## config.mk

```make
export PLATFORM = sky130hd
export DESIGN_NAME = strap_sampler
export DESIGN_NICKNAME = d
export VERILOG_FILES = /design/src/verilog/strap_pkg.sv /design/src/verilog/pin_sync.sv /design/src/verilog/strap_sampler.sv
export SDC_FILE = /design/constraint.sdc
export NUM_CORES = 1
export LEC_CHECK = 0
export BUFFER_PORTS_ARGS = -buffer_cell sky130_fd_sc_hd__clkbuf_2
export CAP_MARGIN = 30
export CORE_MARGIN = 2
export CORE_UTILIZATION = 51
export CTS_CLUSTER_SIZE = 8
export DETAILED_ROUTE_END_ITERATION = 8
export GPL_TIMING_DRIVEN = 0
export PLACE_DENSITY = 0.87
export SYNTH_ARGS = -nofsm -noshare
export SYNTH_HDL_FRONTEND = slang
export SYNTH_SLANG_ARGS = --single-unit
```

## constraint.sdc

```tcl
create_clock -name sys_clk -period 3 [get_ports sys_clk]
set_input_delay 0.6 -clock sys_clk [delete_from_list [all_inputs] [get_ports sys_clk]]
set_output_delay 0.6 -clock sys_clk [all_outputs]
set_load 0.02 [all_outputs]
```

## src/verilog/strap_pkg.sv

```systemverilog
// Purpose: shared constants for the strap sampler and speed indicator
// Assumes: one core clock at 250 MHz
// Notes:   strap codes, port masks, reset values, select field positions and settle counter steps
package strap_pkg;
	// non-removable strap codes
	localparam logic [1:0] NONREM_NONE    = 2'h0;
	localparam logic [1:0] NONREM_P1      = 2'h1;
	localparam logic [1:0] NONREM_P12     = 2'h2;
	localparam logic [1:0] NONREM_P123    = 2'h3;
	// decoded port masks, bit 0 is port 1
	localparam logic [2:0] MASK_NONE      = 3'h0;
	localparam logic [2:0] MASK_P1        = 3'h1;
	localparam logic [2:0] MASK_P12       = 3'h3;
	localparam logic [2:0] MASK_P123      = 3'h7;
	// reset values
	localparam logic [1:0] NONREM_RST     = 2'h0;
	localparam logic [2:0] CFG_SEL_RST    = 3'h0;
	localparam logic       SYNC_RST       = 1'h0;
	// field positions inside the select word
	localparam int         CFG_BIT0       = 0;
	localparam int         CFG_BIT1       = 1;
	localparam int         CFG_BIT2       = 2;
	// sampled flag clears in reset
	localparam logic       SAMPLED_RST    = 1'h0;
	// settle counter: take once the synchroniser is refilled
	localparam logic [1:0] SETTLE_RST     = 2'h0;
	localparam logic [1:0] SETTLE_STEP    = 2'h1;
	localparam logic [1:0] SETTLE_DONE    = 2'h2;
	// indicator pin idle level and released enable
	localparam logic       IND_RST        = 1'h0;
	localparam logic       IND_OE_N_RST   = 1'h1;
endpackage

```

## src/verilog/pin_sync.sv

```systemverilog
// Purpose: two-flop synchroniser for a bundle of pin levels
// Assumes: pins are asynchronous to sys_clk
// Notes:   first stage is read only by the second stage
`timescale 1ns/1ps
module pin_sync #(
	parameter int WIDTH = 1
) (
	// clock and reset
	input  wire logic             sys_clk,
	input  wire logic             rst,
	// pins in, synchronised out
	input  wire logic [WIDTH-1:0] pin_in,
	output logic      [WIDTH-1:0] pin_sync_out
);
	logic [WIDTH-1:0] meta_q;

	// elaboration check: a zero-width bundle has nothing to carry
	if (WIDTH < 1) begin : g_bad_width
		$error("pin_sync width must be at least one");
	end

	// two stages, both cleared by reset
	always_ff @(posedge sys_clk) begin
		if (rst) begin
			meta_q       <= {WIDTH{strap_pkg::SYNC_RST}};
			pin_sync_out <= {WIDTH{strap_pkg::SYNC_RST}};
		end else begin
			meta_q       <= pin_in;
			pin_sync_out <= meta_q;
		end
	end
endmodule

```

## src/verilog/strap_sampler.sv

```systemverilog
// Purpose: latch pin straps at reset release, decode fixed ports,
//          drive the upstream high-speed indicator
// Assumes: rst is the core's synchronous view of the reset pin
// Notes:   straps are taken from synchronised pins on the third
//          edge after rst falls, then frozen until the next reset;
//          the indicator pin stays released until then, so only the
//          board pull sets select bit 1
`timescale 1ns/1ps
module strap_sampler #(
	parameter bit HAS_SEL2_PIN = 1'b1
) (
	// clock and reset
	input  wire logic       sys_clk,
	input  wire logic       rst,
	// strap pins, shared with serial bus and indicators
	input  wire logic       nonremovable_strap_hi,
	input  wire logic       nonremovable_strap_lo,
	input  wire logic       config_select_bit0,
	input  wire logic       config_select_bit1,
	input  wire logic       config_select_bit2,
	// strap enable from package and configuration
	input  wire logic       nonrem_strap_en,
	// upstream link speed from the core
	input  wire logic       upstream_highspeed,
	// latched and decoded results
	output logic [1:0]      nonrem_code,
	output logic [2:0]      nonremovable_ports,
	output logic [2:0]      config_select,
	output logic            straps_valid,
	// indicator pin: level, and enable low while driving
	output logic            upstream_highspeed_indicator,
	output logic            indicator_oe_n
);
	//--------------------------------------------------------------
	// pin synchronisation
	//--------------------------------------------------------------
	logic [4:0] pins_s;
	logic [1:0] nonrem_q;
	logic [1:0] nonrem_d;
	logic [2:0] cfg_q;
	logic [2:0] cfg_d;
	logic [2:0] ports_q;
	logic [2:0] ports_d;
	logic       sampled_q;
	logic       take;
	logic       ind_q;
	logic       ind_d;
	logic       oe_n_q;

	pin_sync #(
		.WIDTH (5)
	) u_sync (
		.sys_clk      (sys_clk),
		.rst          (rst),
		.pin_in       ({config_select_bit2, config_select_bit1,
		                config_select_bit0, nonremovable_strap_hi,
		                nonremovable_strap_lo}),
		.pin_sync_out (pins_s)
	);

	//--------------------------------------------------------------
	// strap decode
	//--------------------------------------------------------------
	// map a two-bit code to the mask of fixed ports
	function automatic logic [2:0] nonrem_mask(input logic [1:0] code);
		logic [2:0] m;
		m = strap_pkg::MASK_NONE;
		unique case (code)
			strap_pkg::NONREM_NONE: m = strap_pkg::MASK_NONE;
			strap_pkg::NONREM_P1:   m = strap_pkg::MASK_P1;
			strap_pkg::NONREM_P12:  m = strap_pkg::MASK_P12;
			strap_pkg::NONREM_P123: m = strap_pkg::MASK_P123;
		endcase
		return m;
	endfunction

	// sample once; the synchroniser was flushed by reset, so pins_s
	// is only trusted two edges after release
	logic [1:0] settle_q;
	assign take = !sampled_q && (settle_q == strap_pkg::SETTLE_DONE);

	// both halves taken together, only when enabled
	assign nonrem_d = (take && nonrem_strap_en) ? pins_s[1:0] : nonrem_q;
	assign ports_d  = nonrem_mask(nonrem_d);
	// serial-clock pin becomes select bit 0
	// indicator pin becomes select bit 1
	// bit 2 forced low when the package lacks it
	assign cfg_d    = take ? {pins_s[4] & HAS_SEL2_PIN, pins_s[3:2]}
	                       : cfg_q;

	// polarity from latched select bit 1
	// asserted at high speed, negated at full speed
	assign ind_d = upstream_highspeed ^ cfg_q[strap_pkg::CFG_BIT1];

	//--------------------------------------------------------------
	// latches
	//--------------------------------------------------------------
	// latched values change only in reset or on the single take; settle_q steps until done
	always_ff @(posedge sys_clk) begin
		if (rst) begin
			nonrem_q  <= strap_pkg::NONREM_RST;
			ports_q   <= strap_pkg::MASK_NONE;
			cfg_q     <= strap_pkg::CFG_SEL_RST;
			sampled_q <= strap_pkg::SAMPLED_RST;
			settle_q  <= strap_pkg::SETTLE_RST;
		end else begin
			nonrem_q  <= nonrem_d;
			ports_q   <= ports_d;
			cfg_q     <= cfg_d;
			if (take)
				sampled_q <= 1'b1;
			if (settle_q != strap_pkg::SETTLE_DONE)
				settle_q <= settle_q + strap_pkg::SETTLE_STEP;
		end
	end

	// indicator is released (input) until straps are known, so the
	// strap resistor is not fought during sampling
	always_ff @(posedge sys_clk) begin
		if (rst) begin
			ind_q  <= strap_pkg::IND_RST;
			oe_n_q <= strap_pkg::IND_OE_N_RST;
		end else begin
			ind_q  <= sampled_q ? ind_d : strap_pkg::IND_RST;
			oe_n_q <= !sampled_q;
		end
	end

	// outputs straight from flops
	assign nonrem_code                  = nonrem_q;
	assign nonremovable_ports           = ports_q;
	assign config_select                = cfg_q;
	assign straps_valid                 = sampled_q;
	assign upstream_highspeed_indicator = ind_q;
	assign indicator_oe_n               = oe_n_q;

	//--------------------------------------------------------------
	// checks
	//--------------------------------------------------------------
	// code 00 fixes no port
	decode_none_a: assert property (@(posedge sys_clk)
		disable iff (rst)
		sampled_q && nonrem_q == strap_pkg::NONREM_NONE |->
		ports_q == strap_pkg::MASK_NONE)
		else $error("port mask wrong for code 00");

	decode_low_a: assert property (@(posedge sys_clk)
		disable iff (rst)
		sampled_q && nonrem_q == 2'h1 |-> ports_q == 3'h1)
		else $error("port mask wrong for code 01");

	decode_high_a: assert property (@(posedge sys_clk)
		disable iff (rst)
		sampled_q && nonrem_q[1] |-> ports_q == {nonrem_q[0], 2'h3})
		else $error("port mask wrong for code 1x");

	straps_frozen_a: assert property (@(posedge sys_clk)
		disable iff (rst)
		sampled_q |=> $stable(cfg_q) && $stable(nonrem_q))
		else $error("latched strap changed");

	sel2_absent_a: assert property (@(posedge sys_clk)
		disable iff (rst)
		!HAS_SEL2_PIN |-> !cfg_q[2])
		else $error("select bit 2 set without pin");

	sel2_take_a: assert property (@(posedge sys_clk)
		disable iff (rst)
		take && HAS_SEL2_PIN |=> cfg_q[2] == $past(pins_s[4]))
		else $error("select bit 2 not latched");

	sel0_take_a: assert property (@(posedge sys_clk)
		disable iff (rst)
		take |=> cfg_q[0] == $past(pins_s[2]))
		else $error("select bit 0 not latched");

	sel1_take_a: assert property (@(posedge sys_clk)
		disable iff (rst)
		take |=> cfg_q[1] == $past(pins_s[3]))
		else $error("select bit 1 not latched");

	// both strap halves taken when enabled
	nonrem_take_a: assert property (@(posedge sys_clk)
		disable iff (rst)
		take && nonrem_strap_en |=> nonrem_q == $past(pins_s[1:0]))
		else $error("non-removable strap not latched");

	// disabled strap keeps its reset code
	nonrem_off_a: assert property (@(posedge sys_clk)
		disable iff (rst)
		take && !nonrem_strap_en |=> nonrem_q == strap_pkg::NONREM_RST)
		else $error("non-removable strap taken while disabled");

	// polarity and drive follow the latched bit
	ind_polarity_a: assert property (@(posedge sys_clk)
		disable iff (rst)
		sampled_q ##1 sampled_q |-> !oe_n_q &&
		ind_q == ($past(upstream_highspeed) ^ $past(cfg_q[1])))
		else $error("indicator polarity wrong");

	// pin released until the straps are known
	ind_released_a: assert property (@(posedge sys_clk)
		disable iff (rst)
		!sampled_q |=> oe_n_q && ind_q == strap_pkg::IND_RST)
		else $error("indicator driven before sampling");

	// release sequence takes exactly three edges
	sample_time_a: assert property (@(posedge sys_clk)
		$fell(rst) |-> !sampled_q [*3] ##1 sampled_q)
		else $error("straps not sampled on time");
endmodule
```

* Word level (Yosys, flattened, before mapping)
Cells that the tools add are included.
Word-level totals: bits in registers 23, latch bits 0, bits in writable memories 0, memory bits (read-only) 0, input port bits 9, output and inout port bits 11, logic and storage cells 24, memories 0
Operators by class: add/subtract/negate cells 1, multiply operators 0, div/mod/pow operators 0, $lt $le $gt $ge 0, equal/unequal tests 5, shifts and indexed selects 0, mux-type cells 2, bitwise gates (word level) 2, reductions and logical operators 5
Operators with widths (number):
- $pmux W3 S4 | 1
- $eq A2 B2 Y1 const B | 3
- $add A2 B1 Y2 const B | 1
- $eq A2 B1 Y1 const B | 1
- $logic_and A1 B1 Y1 | 2
- $logic_not A2 Y1 | 1
- $mux W2 | 1
- $ne A2 B2 Y1 const B | 1
- $reduce_or A2 Y1 | 1
- $logic_not A1 Y1 | 1
- $not A1 Y1 | 1
- $xor A1 B1 Y1 | 1

* Longest topological paths before layout
Gate-level depths: netlist (run 1).
depth after elaboration 6, mapped depth 6

* By module
From an unflattened synthesis (run 1), not the netlist that was laid out.
Unflattened totals: cells, all modules 67, area, all modules 709.4 µm²
By module, submodules not included:
- strap_sampler | times used 1, cells each 47, area an instance 446.7 µm², seq. area each 240.2 µm²
- pin_sync | times used 1, cells each 20, area an instance 262.8 µm², seq. area each 200.2 µm²

* Worst setup path before layout (run 1)
No wires, ideal clock.
path kind reg2out, start point reg ports_q[1], in the netlist nonremovable_ports[1], end point out nonremovable_ports[1], arrival 0.660 ns, slack 1.740 ns, stages on the path, launching flop included 2, cells stage by stage dfxtp_1 > buf_4
RTL lines:
- from (decl) | line strap_sampler.sv:42 | logic [2:0] ports_q;
- from (signal assigned) | line strap_sampler.sv:102 | ports_q <= strap_pkg::MASK_NONE;
- from (signal assigned) | line strap_sampler.sv:108 | ports_q <= ports_d;
- to (decl) | line strap_sampler.sv:27 | output logic [2:0] nonremovable_ports,
No word-level cell between the ends.

* Worst setup path after layout (run 1)
start point reg ports_q[1], in the netlist nonremovable_ports[1], end point out nonremovable_ports[1]
No word-level cell between the ends.

==> metrics.cfg, run 1 <==
[logic_synthesis]
yosysWarnings=0
ys_ff_latch=22
synthDominantCellAreaShare_pct=61.8
syn_inst=68
yosysSeqAreaShare_pct=61.8
netlist_area_um2=713
syn_area_per_cell_um2=10.5
synth_top_area_cell=dfxtp_1
syn_nets=78
synth_cell_types=20
synth_area_leaders=dfxtp_1 (62%), nor2b_1 (8.8%), nor2_1 (5.3%), mux2i_1 (4.2%), a21oi_1 (2.8%)

[placed_design]
dp_hpwl_um=774
dp_slack_ns=1.69
io_buffers=19
gp_congestion=0.661
postPlaceCellArea_um2=827
place_inst=102

[critical_path]
endpoint_kind=primary output
cp.arrival_ns=1.02
cp_cell_sequence=buf_4, clkbuf_2
worst_setup_path_start_kind=register
criticalPathCategory=register to primary output
critPathLaunch=nonremovable_ports[1]
cp.required_ns=2.40
cp_slowest_cell=dfxtp_1
reg2reg_from=settle_q[0]
ff2ff_path_depth=6
critical-path-max-stage-delay_ns=0.43
critPathMaxFanout=5

[power_and_ir_drop]
powerDensity_nw_per_um2=809
irDropWorstVdd_v=0.000466
total_power_uw=712
power_leakage_nw=0.389

[floorplan]
die_w_um=41.4
boundaryPins=20
rows=13
die_h_um=41.4
core_area_um2=1300
start_util_pct=54.8
die_area_um2=1710

[layout]
num-fill-cells=114
area.growth.synth_to_final_pct=23.3
fin_util_pct=67.6
nets=102
antenna_cells=0
design_area_um2=880
drive_above_1_share_pct=27.5
multiInputGateArea_um2=243
regArea_um2=440
stdcell_count=106

[cts]
postCtsResizedCells=0
cts_sinks=22
cts_setup_buffers=0
cts_buffers=3
cts_tree=built
clk_pin_slew_worst_paths_ns=0.12
clock_latency_ns=0.30
hold_buffers=0
clock_path_buffers=2
htreeDepth=1
root_buffer=clkbuf_4

[timing]
relSlewSlack_pct=72.9
post-route-min-period_ns=1.62
finalSetupTns_ns=0
tightest_slew_ns=0.407
hold_viol_final=0
period_share_pct=53.8
fmax_ghz=0.619
hold-worst-slack_ns=0.449
rsz0062_at_grt=no
finClkSkew_ns=0.000833
slew_viol_final=0
finalWorstSetupSlack_ns=1.38
setup_viol=0

[drt]
drc=0
wl_per_cell_um=10.5
dr.pass1.iters=4
detail_route.vias_per_cell=4.82
vias=511
drt.antenna.violating_nets=0
routed_wl_um=1110
drt_iter0_drc=8

[global_route]
grt_pass1_vias=422
grt_pass1_wl_um=1720
grt_max_degree=14
grt_use_total_pct=16.2
grt_antenna_before_repair=0
grt.overflow.total=0

[min_path]
hold_path_depth=1
hold_class=register to register
min-delay-start=u_sync.meta_q[2]

[outcome]
outcome=completed

[run]
cap_viol_max_count=0

cell type report:
class / instances / share of cell area [%]
Tap cell: 15 / 2.13
Multi-Input combinational cell: 41 / 27.6
Timing Repair Buffer: 19 / 10.8
Buffer: 4 / 2.99
Sequential cell: 22 / 50.1
Inverter: 1 / 0.427
Clock buffer: 3 / 2.56
Clock inverter: 1 / 3.41
Yosys cell counts:
cell,instances
nor2b_1,10
and2b_1,1
buf_4,1
nand3_1,3
nor2_1,10
dfxtp_1,22
a21oi_1,4
nand4_1,1
a211oi_1,1
nor3_1,1
nand3b_1,1
nand2b_1,1
xor2_1,1
clkbuf_1,2
ha_1,1
inv_1,1
xnor2_1,1
mux2i_1,3
buf_6,1
nand2_1,2
worst max-delay path: cells and delay by family (launching register included):
family	cells	cell delay (ns)
flip-flops	1	0.43
buffers and inverters	2	0.28
routing by layer:
| layer | GRT usage (%) | routed length [um] |
|---|---|---|
| met4 | 9.68 | 4 |
| met2 | 27.7 | 586 |
| met3 | 3.19 | 59 |
| met5 | 0 | 0 |
| met1 | 18.4 | 462 |
registers in the layout, summed over array words and instances (netlist names):
register	cells
config_select	3
indicator_oe_n	1
nonrem_code	1
nonremovable_ports	3
settle_q	2
straps_valid	1
u_sync.meta_q	5
u_sync.pin_sync_out	5
upstream_highspeed_indicator	1
placed cells by master, fill, tap and decap left out, drive strengths merged:
master / count
clkbuf: 24
dfxtp: 22
nor2: 10
nor2b: 10
a21oi: 4
mux2i: 3
nand3: 3
nand2: 2
buf: 2
inv: 1
and2b: 1
nand3b: 1
nor3: 1
a211oi: 1
xor2: 1
nand4: 1
nand2b: 1
xnor2: 1
ha: 1
bufinv: 1
cells by family after synthesis:
| kind of cell | count (synthesis) | share of synthesized area, % |
|---|---|---|
| compound gates | 5 | 3.86 |
| fa+ha+maj | 1 | 1.75 |
| simple gates | 30 | 21.8 |
| mux | 3 | 4.21 |
| buf+inv | 5 | 4.21 |
| flops | 22 | 61.8 |
| xor+xnor | 2 | 2.46 |
final timing paths:
check | slack [ns] | endpoint
worst min register to register | 0.45 | u_sync.pin_sync_out[2]
worst max register to register | 1.67 | config_select[1]
worst max-delay path | 1.38 | nonremovable_ports[1]
worst min-delay path | 0.45 | u_sync.pin_sync_out[2]
power breakdown:
part	leakage, nW	internal [mW]	total, mW	switching (mW)
combinational	0.180	0.0672	0.150	0.0824
sequential	0.180	0.324	0.343	0.0186
clock	0.0279	0.135	0.220	0.0848
(Power assumes the default switching activity.)
==> inputs of run 2 (changes only) <==
Settings changed: CORE_UTILIZATION 51 to 47, PLACE_DENSITY 0.87 to 0.82.
Clock period 3 ns to 1.69 ns, I/O delays scaled along.
==> run 2 against run 1 <==
  * Sequential share of layout area grew 0.87 points
  * Non-clock buffer count is the same
  * Utilization decreased by 8.8 points
  * Cell count is 0.94% higher
  * Largest cell class unchanged
  * Critical path depth is the same
  * Critical path type unchanged
  * Largest power group unchanged
  * Setup slack lost 1.0 ns
  * Clock skew grew 0.0036 ns
  * Register-to-register slack worse by 1.3 ns
==> metrics.cfg, run 2 (synthesis gave the netlist of run 1 again) <==
[critical_path]
crit_buf_inv=2  ; unchanged
critPathLaunch=nonremovable_ports[1]
cp.arrival_ns=0.99  ; -0.03 ns
cp.required_ns=1.35  ; -1.05 ns
reg2reg_from=settle_q[0]
cp_cell_sequence=buf_4, clkbuf_2
critPathTopFamily=flip-flops
critical-path-max-stage-delay_ns=0.41  ; -0.02 ns
critPathMaxFanout=5  ; unchanged
cp_slowest_cell=dfxtp_1
worst_setup_path_start_kind=register
endpoint_kind=primary output
criticalPathCategory=register to primary output

[drt]
drc=0  ; unchanged
drt_iter0_drc=3  ; -5
wl_per_cell_um=8.96  ; -15%
detail_route.vias_per_cell=4.60  ; -4.6%
routed_wl_um=959  ; -14%
vias=492  ; -3.7%
drt.antenna.violating_nets=0  ; unchanged
dr.pass1.iters=2  ; -2

[power_and_ir_drop]
power_leakage_nw=0.382  ; -1.8%
powerDensity_nw_per_um2=1320  ; +63%
sequentialPowerShare_pct=53.0  ; +4.9 points
power_frac_comb_pct=22.5  ; +1.5 points
p_sw_uw=315  ; +69%
internal-power_uw=825  ; +57%
irDropWorstVdd_v=0.000753  ; +62%
sw_frac_of_total_pct=27.6  ; +1.5 points
clkPwrFrac_pct=24.5  ; -6.4 points
total_power_mw=1.14  ; +60%

[layout]
reg_top3=u_sync.meta_q: 5 flops, u_sync.pin_sync_out: 5 flops
drive_above_1_share_pct=27.5  ; unchanged
area.growth.synth_to_final_pct=21.2
antenna_cells=0  ; unchanged
layout_commonest_cell=dfxtp_1
final_cell_mix=dfxtp_1 (22), clkbuf_2 (19), nor2_1 (10), nor2b_1 (10), a21oi_1 (4)
nets=102  ; unchanged
design_area_um2=865  ; -1.7%

[timing]
post-route-min-period_ns=1.33
period_share_pct=78.5
fmax_ghz=0.754
finClkSkew_ns=0.00445  ; +0.00362 ns
hold_viol_final=0  ; unchanged
relSlewSlack_pct=73.1  ; +0.16 points
tightest_slew_ns=0.404  ; -0.00246 ns
rsz0062_at_grt=no
finalSetupTns_ns=0  ; unchanged
setup_viol=0  ; unchanged
slew_viol_final=0  ; unchanged

[placed_design]
gp_congestion=0.769  ; +16%
io_buffers=19  ; unchanged
postPlaceCellArea_um2=828  ; +0.15%
dp_hpwl_um=705  ; -8.8%

[cts]
root_buffer=clkbuf_4
postCtsResizedCells=0  ; unchanged
cts_sinks=22  ; unchanged
cts_setup_buffers=0  ; unchanged
clk_pin_slew_worst_paths_ns=0.11  ; about the same
cts_buffers=3  ; unchanged
cts_tree=built
clock_latency_ns=0.30  ; about the same
htreeDepth=1  ; unchanged
clock_path_buffers=2  ; unchanged
hold_buffers=0  ; unchanged

[global_route]
grt_pass1_wl_um=1590  ; -7.6%
grt_antenna_before_repair=0  ; unchanged
grt.overflow.total=0  ; unchanged
grt_use_total_pct=11.7  ; -4.5 points
grt_pass1_vias=387  ; -8.3%
grt_max_degree=13  ; -1

[floorplan]
boundaryPins=20  ; unchanged
rows=14  ; +1
core_area_um2=1470  ; +13%
die_w_um=43.0  ; +3.8%
die_area_um2=1850  ; +7.7%
start_util_pct=48.5  ; -6.3 points
die_h_um=43.0  ; +3.8%

[min_path]
min-delay-start=config_select_bit1
hold_class=input pin to register

[run]
cap_viol_max_count=0  ; unchanged

[outcome]
outcome=completed

-- run 2: final timing paths --
kind                                          endpoint  slack [ns]  cells after the start
worst max-delay path             nonremovable_ports[1]        0.36                      2
worst min-delay path                  u_sync.meta_q[3]        0.24                      2
worst max register to register        config_select[0]        0.39                      6
worst min register to register  u_sync.pin_sync_out[1]        0.45                      1
-- run 2: through the flow --
| step | instances | hold WS, ns | util [%] | worst slack, ns |
|---|---|---|---|---|
| 2_1_floorplan | 68 | 0.414 | - | 0.490 |
| 3_3_place_gp | 103 | 0.417 | 56.3 | 0.436 |
| 3_5_place_dp | 103 | 0.425 | 56.3 | 0.403 |
| 4_1_cts | 107 | 0.232 | 58.8 | 0.343 |
| 5_1_grt | 107 | 0.229 | 58.8 | 0.285 |
| 6_report | 107 | 0.236 | 58.8 | 0.363 |
-- run 2: layout make-up --
type,count,area [um^2]
Inverter,1,3.75
Timing Repair Buffer,19,95.1
Clock buffer,4,36.3
Tap cell,16,20.0
Multi-Input combinational cell,41,243
Fill cell,135,607
Sequential cell,22,440
Buffer,4,26.3
-- run 2: metal layers --
layer  part of all wire, %  vias up  global-route usage (%)  routed length, um
met5                     0        -                       0                  0
met4                   2.6        0                    7.27                 25
met3                   5.9        4                    2.55                 57
met2                    42       14                    17.0                401
met1                    50      210                    15.6                475
li1                      -      264                       -                  -
-- run 2: power by group through the flow --
stage               Sequential (mW)  Combinational [mW]  Clock (mW)
CTS                           0.606               0.262       0.288
global route                  0.611               0.287       0.308
detailed placement            0.618               0.260           0
global placement              0.614               0.248           0
finish                        0.604               0.257       0.279
floorplan                     0.640               0.175           0
==> inputs of run 3 (changes only) <==
Settings changed: ABC_AREA set to 1, CORE_UTILIZATION 47 to 48, PLACE_DENSITY 0.82 to 0.83.
Clock period 1.69 ns to 1.37 ns, I/O delays scaled along.
==> run 3 against run 2 <==
  * Synthesized cell count up 24%
  * Cell area up 3.5%
  * Clock skew down 0.0015 ns
  * Register-to-register slack worse by 0.24 ns
  * First-iteration DRC count up 130%
  * Combinational power up 65%
  * Sequential cell count unchanged
  * Clock power up 72%
  * Synthesized area up 1.9%
  * Setup slack worse by 0.21 ns
  * Via count up 8.7%
==> metrics.cfg, run 3 <==
[critical_path]
cp.arrival_ns=0.95  ; -0.04 ns
timing.rr.end=nonremovable_ports[0]
cp_cell_sequence=buf_4, clkbuf_2
critPathMaxFanout=3  ; -2
critical-path-max-stage-delay_ns=0.38  ; -0.03 ns
ff2ff_path_depth=7  ; +1
cp.required_ns=1.10  ; -0.25 ns
endpoint_kind=primary output
reg2reg_from=settle_q[0]
criticalPathCategory=register to primary output
worst_setup_path_start_kind=register
cp_slowest_cell=dfxtp_1
r2r_slack_ns=0.15  ; -0.24 ns

[cts]
cts_buffers=3  ; unchanged
cts_sinks=22  ; unchanged
root_buffer=clkbuf_4
clock_path_buffers=2  ; unchanged
cts_tree=built
clk_pin_slew_worst_paths_ns=0.12  ; about the same
cts_setup_buffers=0  ; unchanged
clock_latency_ns=0.30  ; about the same
postCtsResizedCells=0  ; unchanged
htreeDepth=1  ; unchanged
hold_buffers=0  ; unchanged

[logic_synthesis]
yosysWarnings=0  ; unchanged
synth_area_leaders=dfxtp_1 (61%), inv_1 (10%), nor2_1 (9.3%), o21ai_0 (3.4%), nand3_2 (2.8%)
synthDominantCellAreaShare_pct=60.6  ; -1.2 points
synth_cell_types=15  ; -25%
yosysSeqAreaShare_pct=60.6  ; -1.2 points
syn_area_per_cell_um2=8.65  ; -17%
synth_top_area_cell=dfxtp_1
netlist_area_um2=727  ; +1.9%
ys.flop_type=dfxtp_1
ys_top_cells_by_count=dfxtp_1 (22), inv_1 (20), nor2_1 (18), nand2_1 (5), o21ai_0 (5)
async_reset_ff_share_pct=0  ; unchanged
synthMostInstantiatedCell=dfxtp_1
syn_nets=94  ; +21%
synth_edf_count=0  ; unchanged
ys_ff_latch=22  ; unchanged
syn_inst=84  ; +24%

[power_and_ir_drop]
irDropWorstVdd_v=0.000835  ; +11%
power_leakage_nw=0.472  ; +24%
powerDensity_nw_per_um2=1900  ; +44%
total_power_mw=1.70  ; +49%

[min_path]
min_to=u_sync.meta_q[2]
hold_class=input pin to register
hold_path_depth=3  ; +1
min-delay-start=config_select_bit0

[placed_design]
io_buffers=19  ; unchanged
gp_congestion=0.641  ; -17%
dp_hpwl_um=772  ; +9.5%

[drt]
drc=0  ; unchanged
routed_wl_um=1110  ; +15%
vias=535  ; +8.7%
detail_route.vias_per_cell=4.35  ; -5.4%
dr.pass1.iters=4  ; +2
drt.antenna.violating_nets=0  ; unchanged
drt_iter0_drc=7  ; +4
wl_per_cell_um=9.00  ; +0.42%

[global_route]
grt_antenna_before_repair=0  ; unchanged
grtUsageMet3_pct=2.98  ; +0.43 points
grt_pass1_vias=459  ; +19%
grt_use_total_pct=13.9  ; +2.3 points
grt_max_degree=14  ; +1
grt.overflow.total=0  ; unchanged
met1_usage_pct=17.2  ; +1.6 points
use_met2_pct=21.5  ; +4.5 points
top_usage_layer=met2
grt_pass1_wl_um=1900  ; +20%

[floorplan]
core_area_um2=1450  ; -1.2%
start_util_pct=50.0  ; +1.5 points
die_h_um=42.9  ; about the same
boundaryPins=20  ; unchanged
die_w_um=42.9  ; about the same
rows=14  ; unchanged
die_area_um2=1840  ; -0.19%

[layout]
fin_util_pct=61.5  ; +2.8 points
layout_commonest_cell=dfxtp_1
nets=118  ; +16%
area.growth.synth_to_final_pct=23.1
final_cell_mix=dfxtp_1 (22), inv_1 (20), clkbuf_2 (19)
reg_top3=u_sync.meta_q: 5 flops, u_sync.pin_sync_out: 5 flops
antenna_cells=0  ; unchanged
drive_above_1_share_pct=27.1  ; -0.37 points

[timing]
tightest_slew_ns=0.226  ; -0.178 ns
period_share_pct=89.1
relSlewSlack_pct=84.9  ; +12 points
rsz0062_at_grt=no
setup_viol=0  ; unchanged
finClkSkew_ns=0.00297  ; -0.00148 ns
fmax_ghz=0.819
hold_viol_final=0  ; unchanged
slew_viol_final=0  ; unchanged
post-route-min-period_ns=1.22
finalSetupTns_ns=0  ; unchanged

[run]
cap_viol_max_count=0  ; unchanged

[outcome]
outcome=completed

[run 3: cell types whose count changed after synthesis, sizes merged, moves of 2 or more]
cell    previous run  this run
inv                1        21
nor2b             10         0
nor2              10        19
o21ai              0         5
mux2i              3         0
nand2              2         5
clkbuf             2         0
[run 3: area by class of cell]
type	count	area, um^2
well taps	16	20.0
clock inverters	1	30.0
clock buffers	3	22.5
multi-input cells	39	195
repair buffers	19	95.1
plain buffers	2	12.5
fillers	134	559
flip-flops and latches	22	440
inverters	21	78.8
[run 3: routing by layer]
layer,vias up,wire length [um]
li1,291,-
met1,228,520
met2,14,521
met3,2,56
met4,0,8
met5,-,0
[run 3: through the flow]
| step | cells | cell area [um^2] | hold slack [ns] | worst slack [ns] |
|---|---|---|---|---|
| after floorplan | 84 | 727 | 0.343 | 0.321 |
| after global placement | 119 | 842 | 0.391 | 0.236 |
| after detailed placement | 119 | 842 | 0.400 | 0.203 |
| after CTS | 123 | 895 | 0.134 | 0.138 |
| after global routing | 123 | 895 | 0.135 | 0.0260 |
| final | 123 | 895 | 0.144 | 0.149 |
[run 3: worst max path at each step]
stage	from	endpoint	slack, ns	cells after the start
floorplan	settle_q[0]	config_select[1]	0.32	7
global placement	settle_q[0]	config_select[0]	0.24	7
detailed placement	settle_q[0]	config_select[0]	0.20	7
CTS	nonremovable_ports[1]	nonremovable_ports[1]	0.14	2
global route	settle_q[0]	config_select[2]	0.03	7
finish	nonremovable_ports[1]	nonremovable_ports[1]	0.15	2
[run 3: kinds of logic after synthesis]
family          count (synthesis)  synth area share, %
xor+xnor                        1                 1.21
fa+ha+maj                       1                 1.72
buf+inv                        23                 12.6
flops                          22                 60.6
compound gates                  8                 5.51
simple gates                   29                 18.4
[run 3: worst max-delay path: cells and delay by family, from the launching register on]
kind     cells  cell delay, ns
buf+inv      2            0.27
flops        1            0.38
[run 3: power breakdown]
group          internal [mW]  leakage, nW  switching, mW
clock network          0.296       0.0279          0.184
logic                  0.148        0.263          0.274
registers              0.746        0.181         0.0541
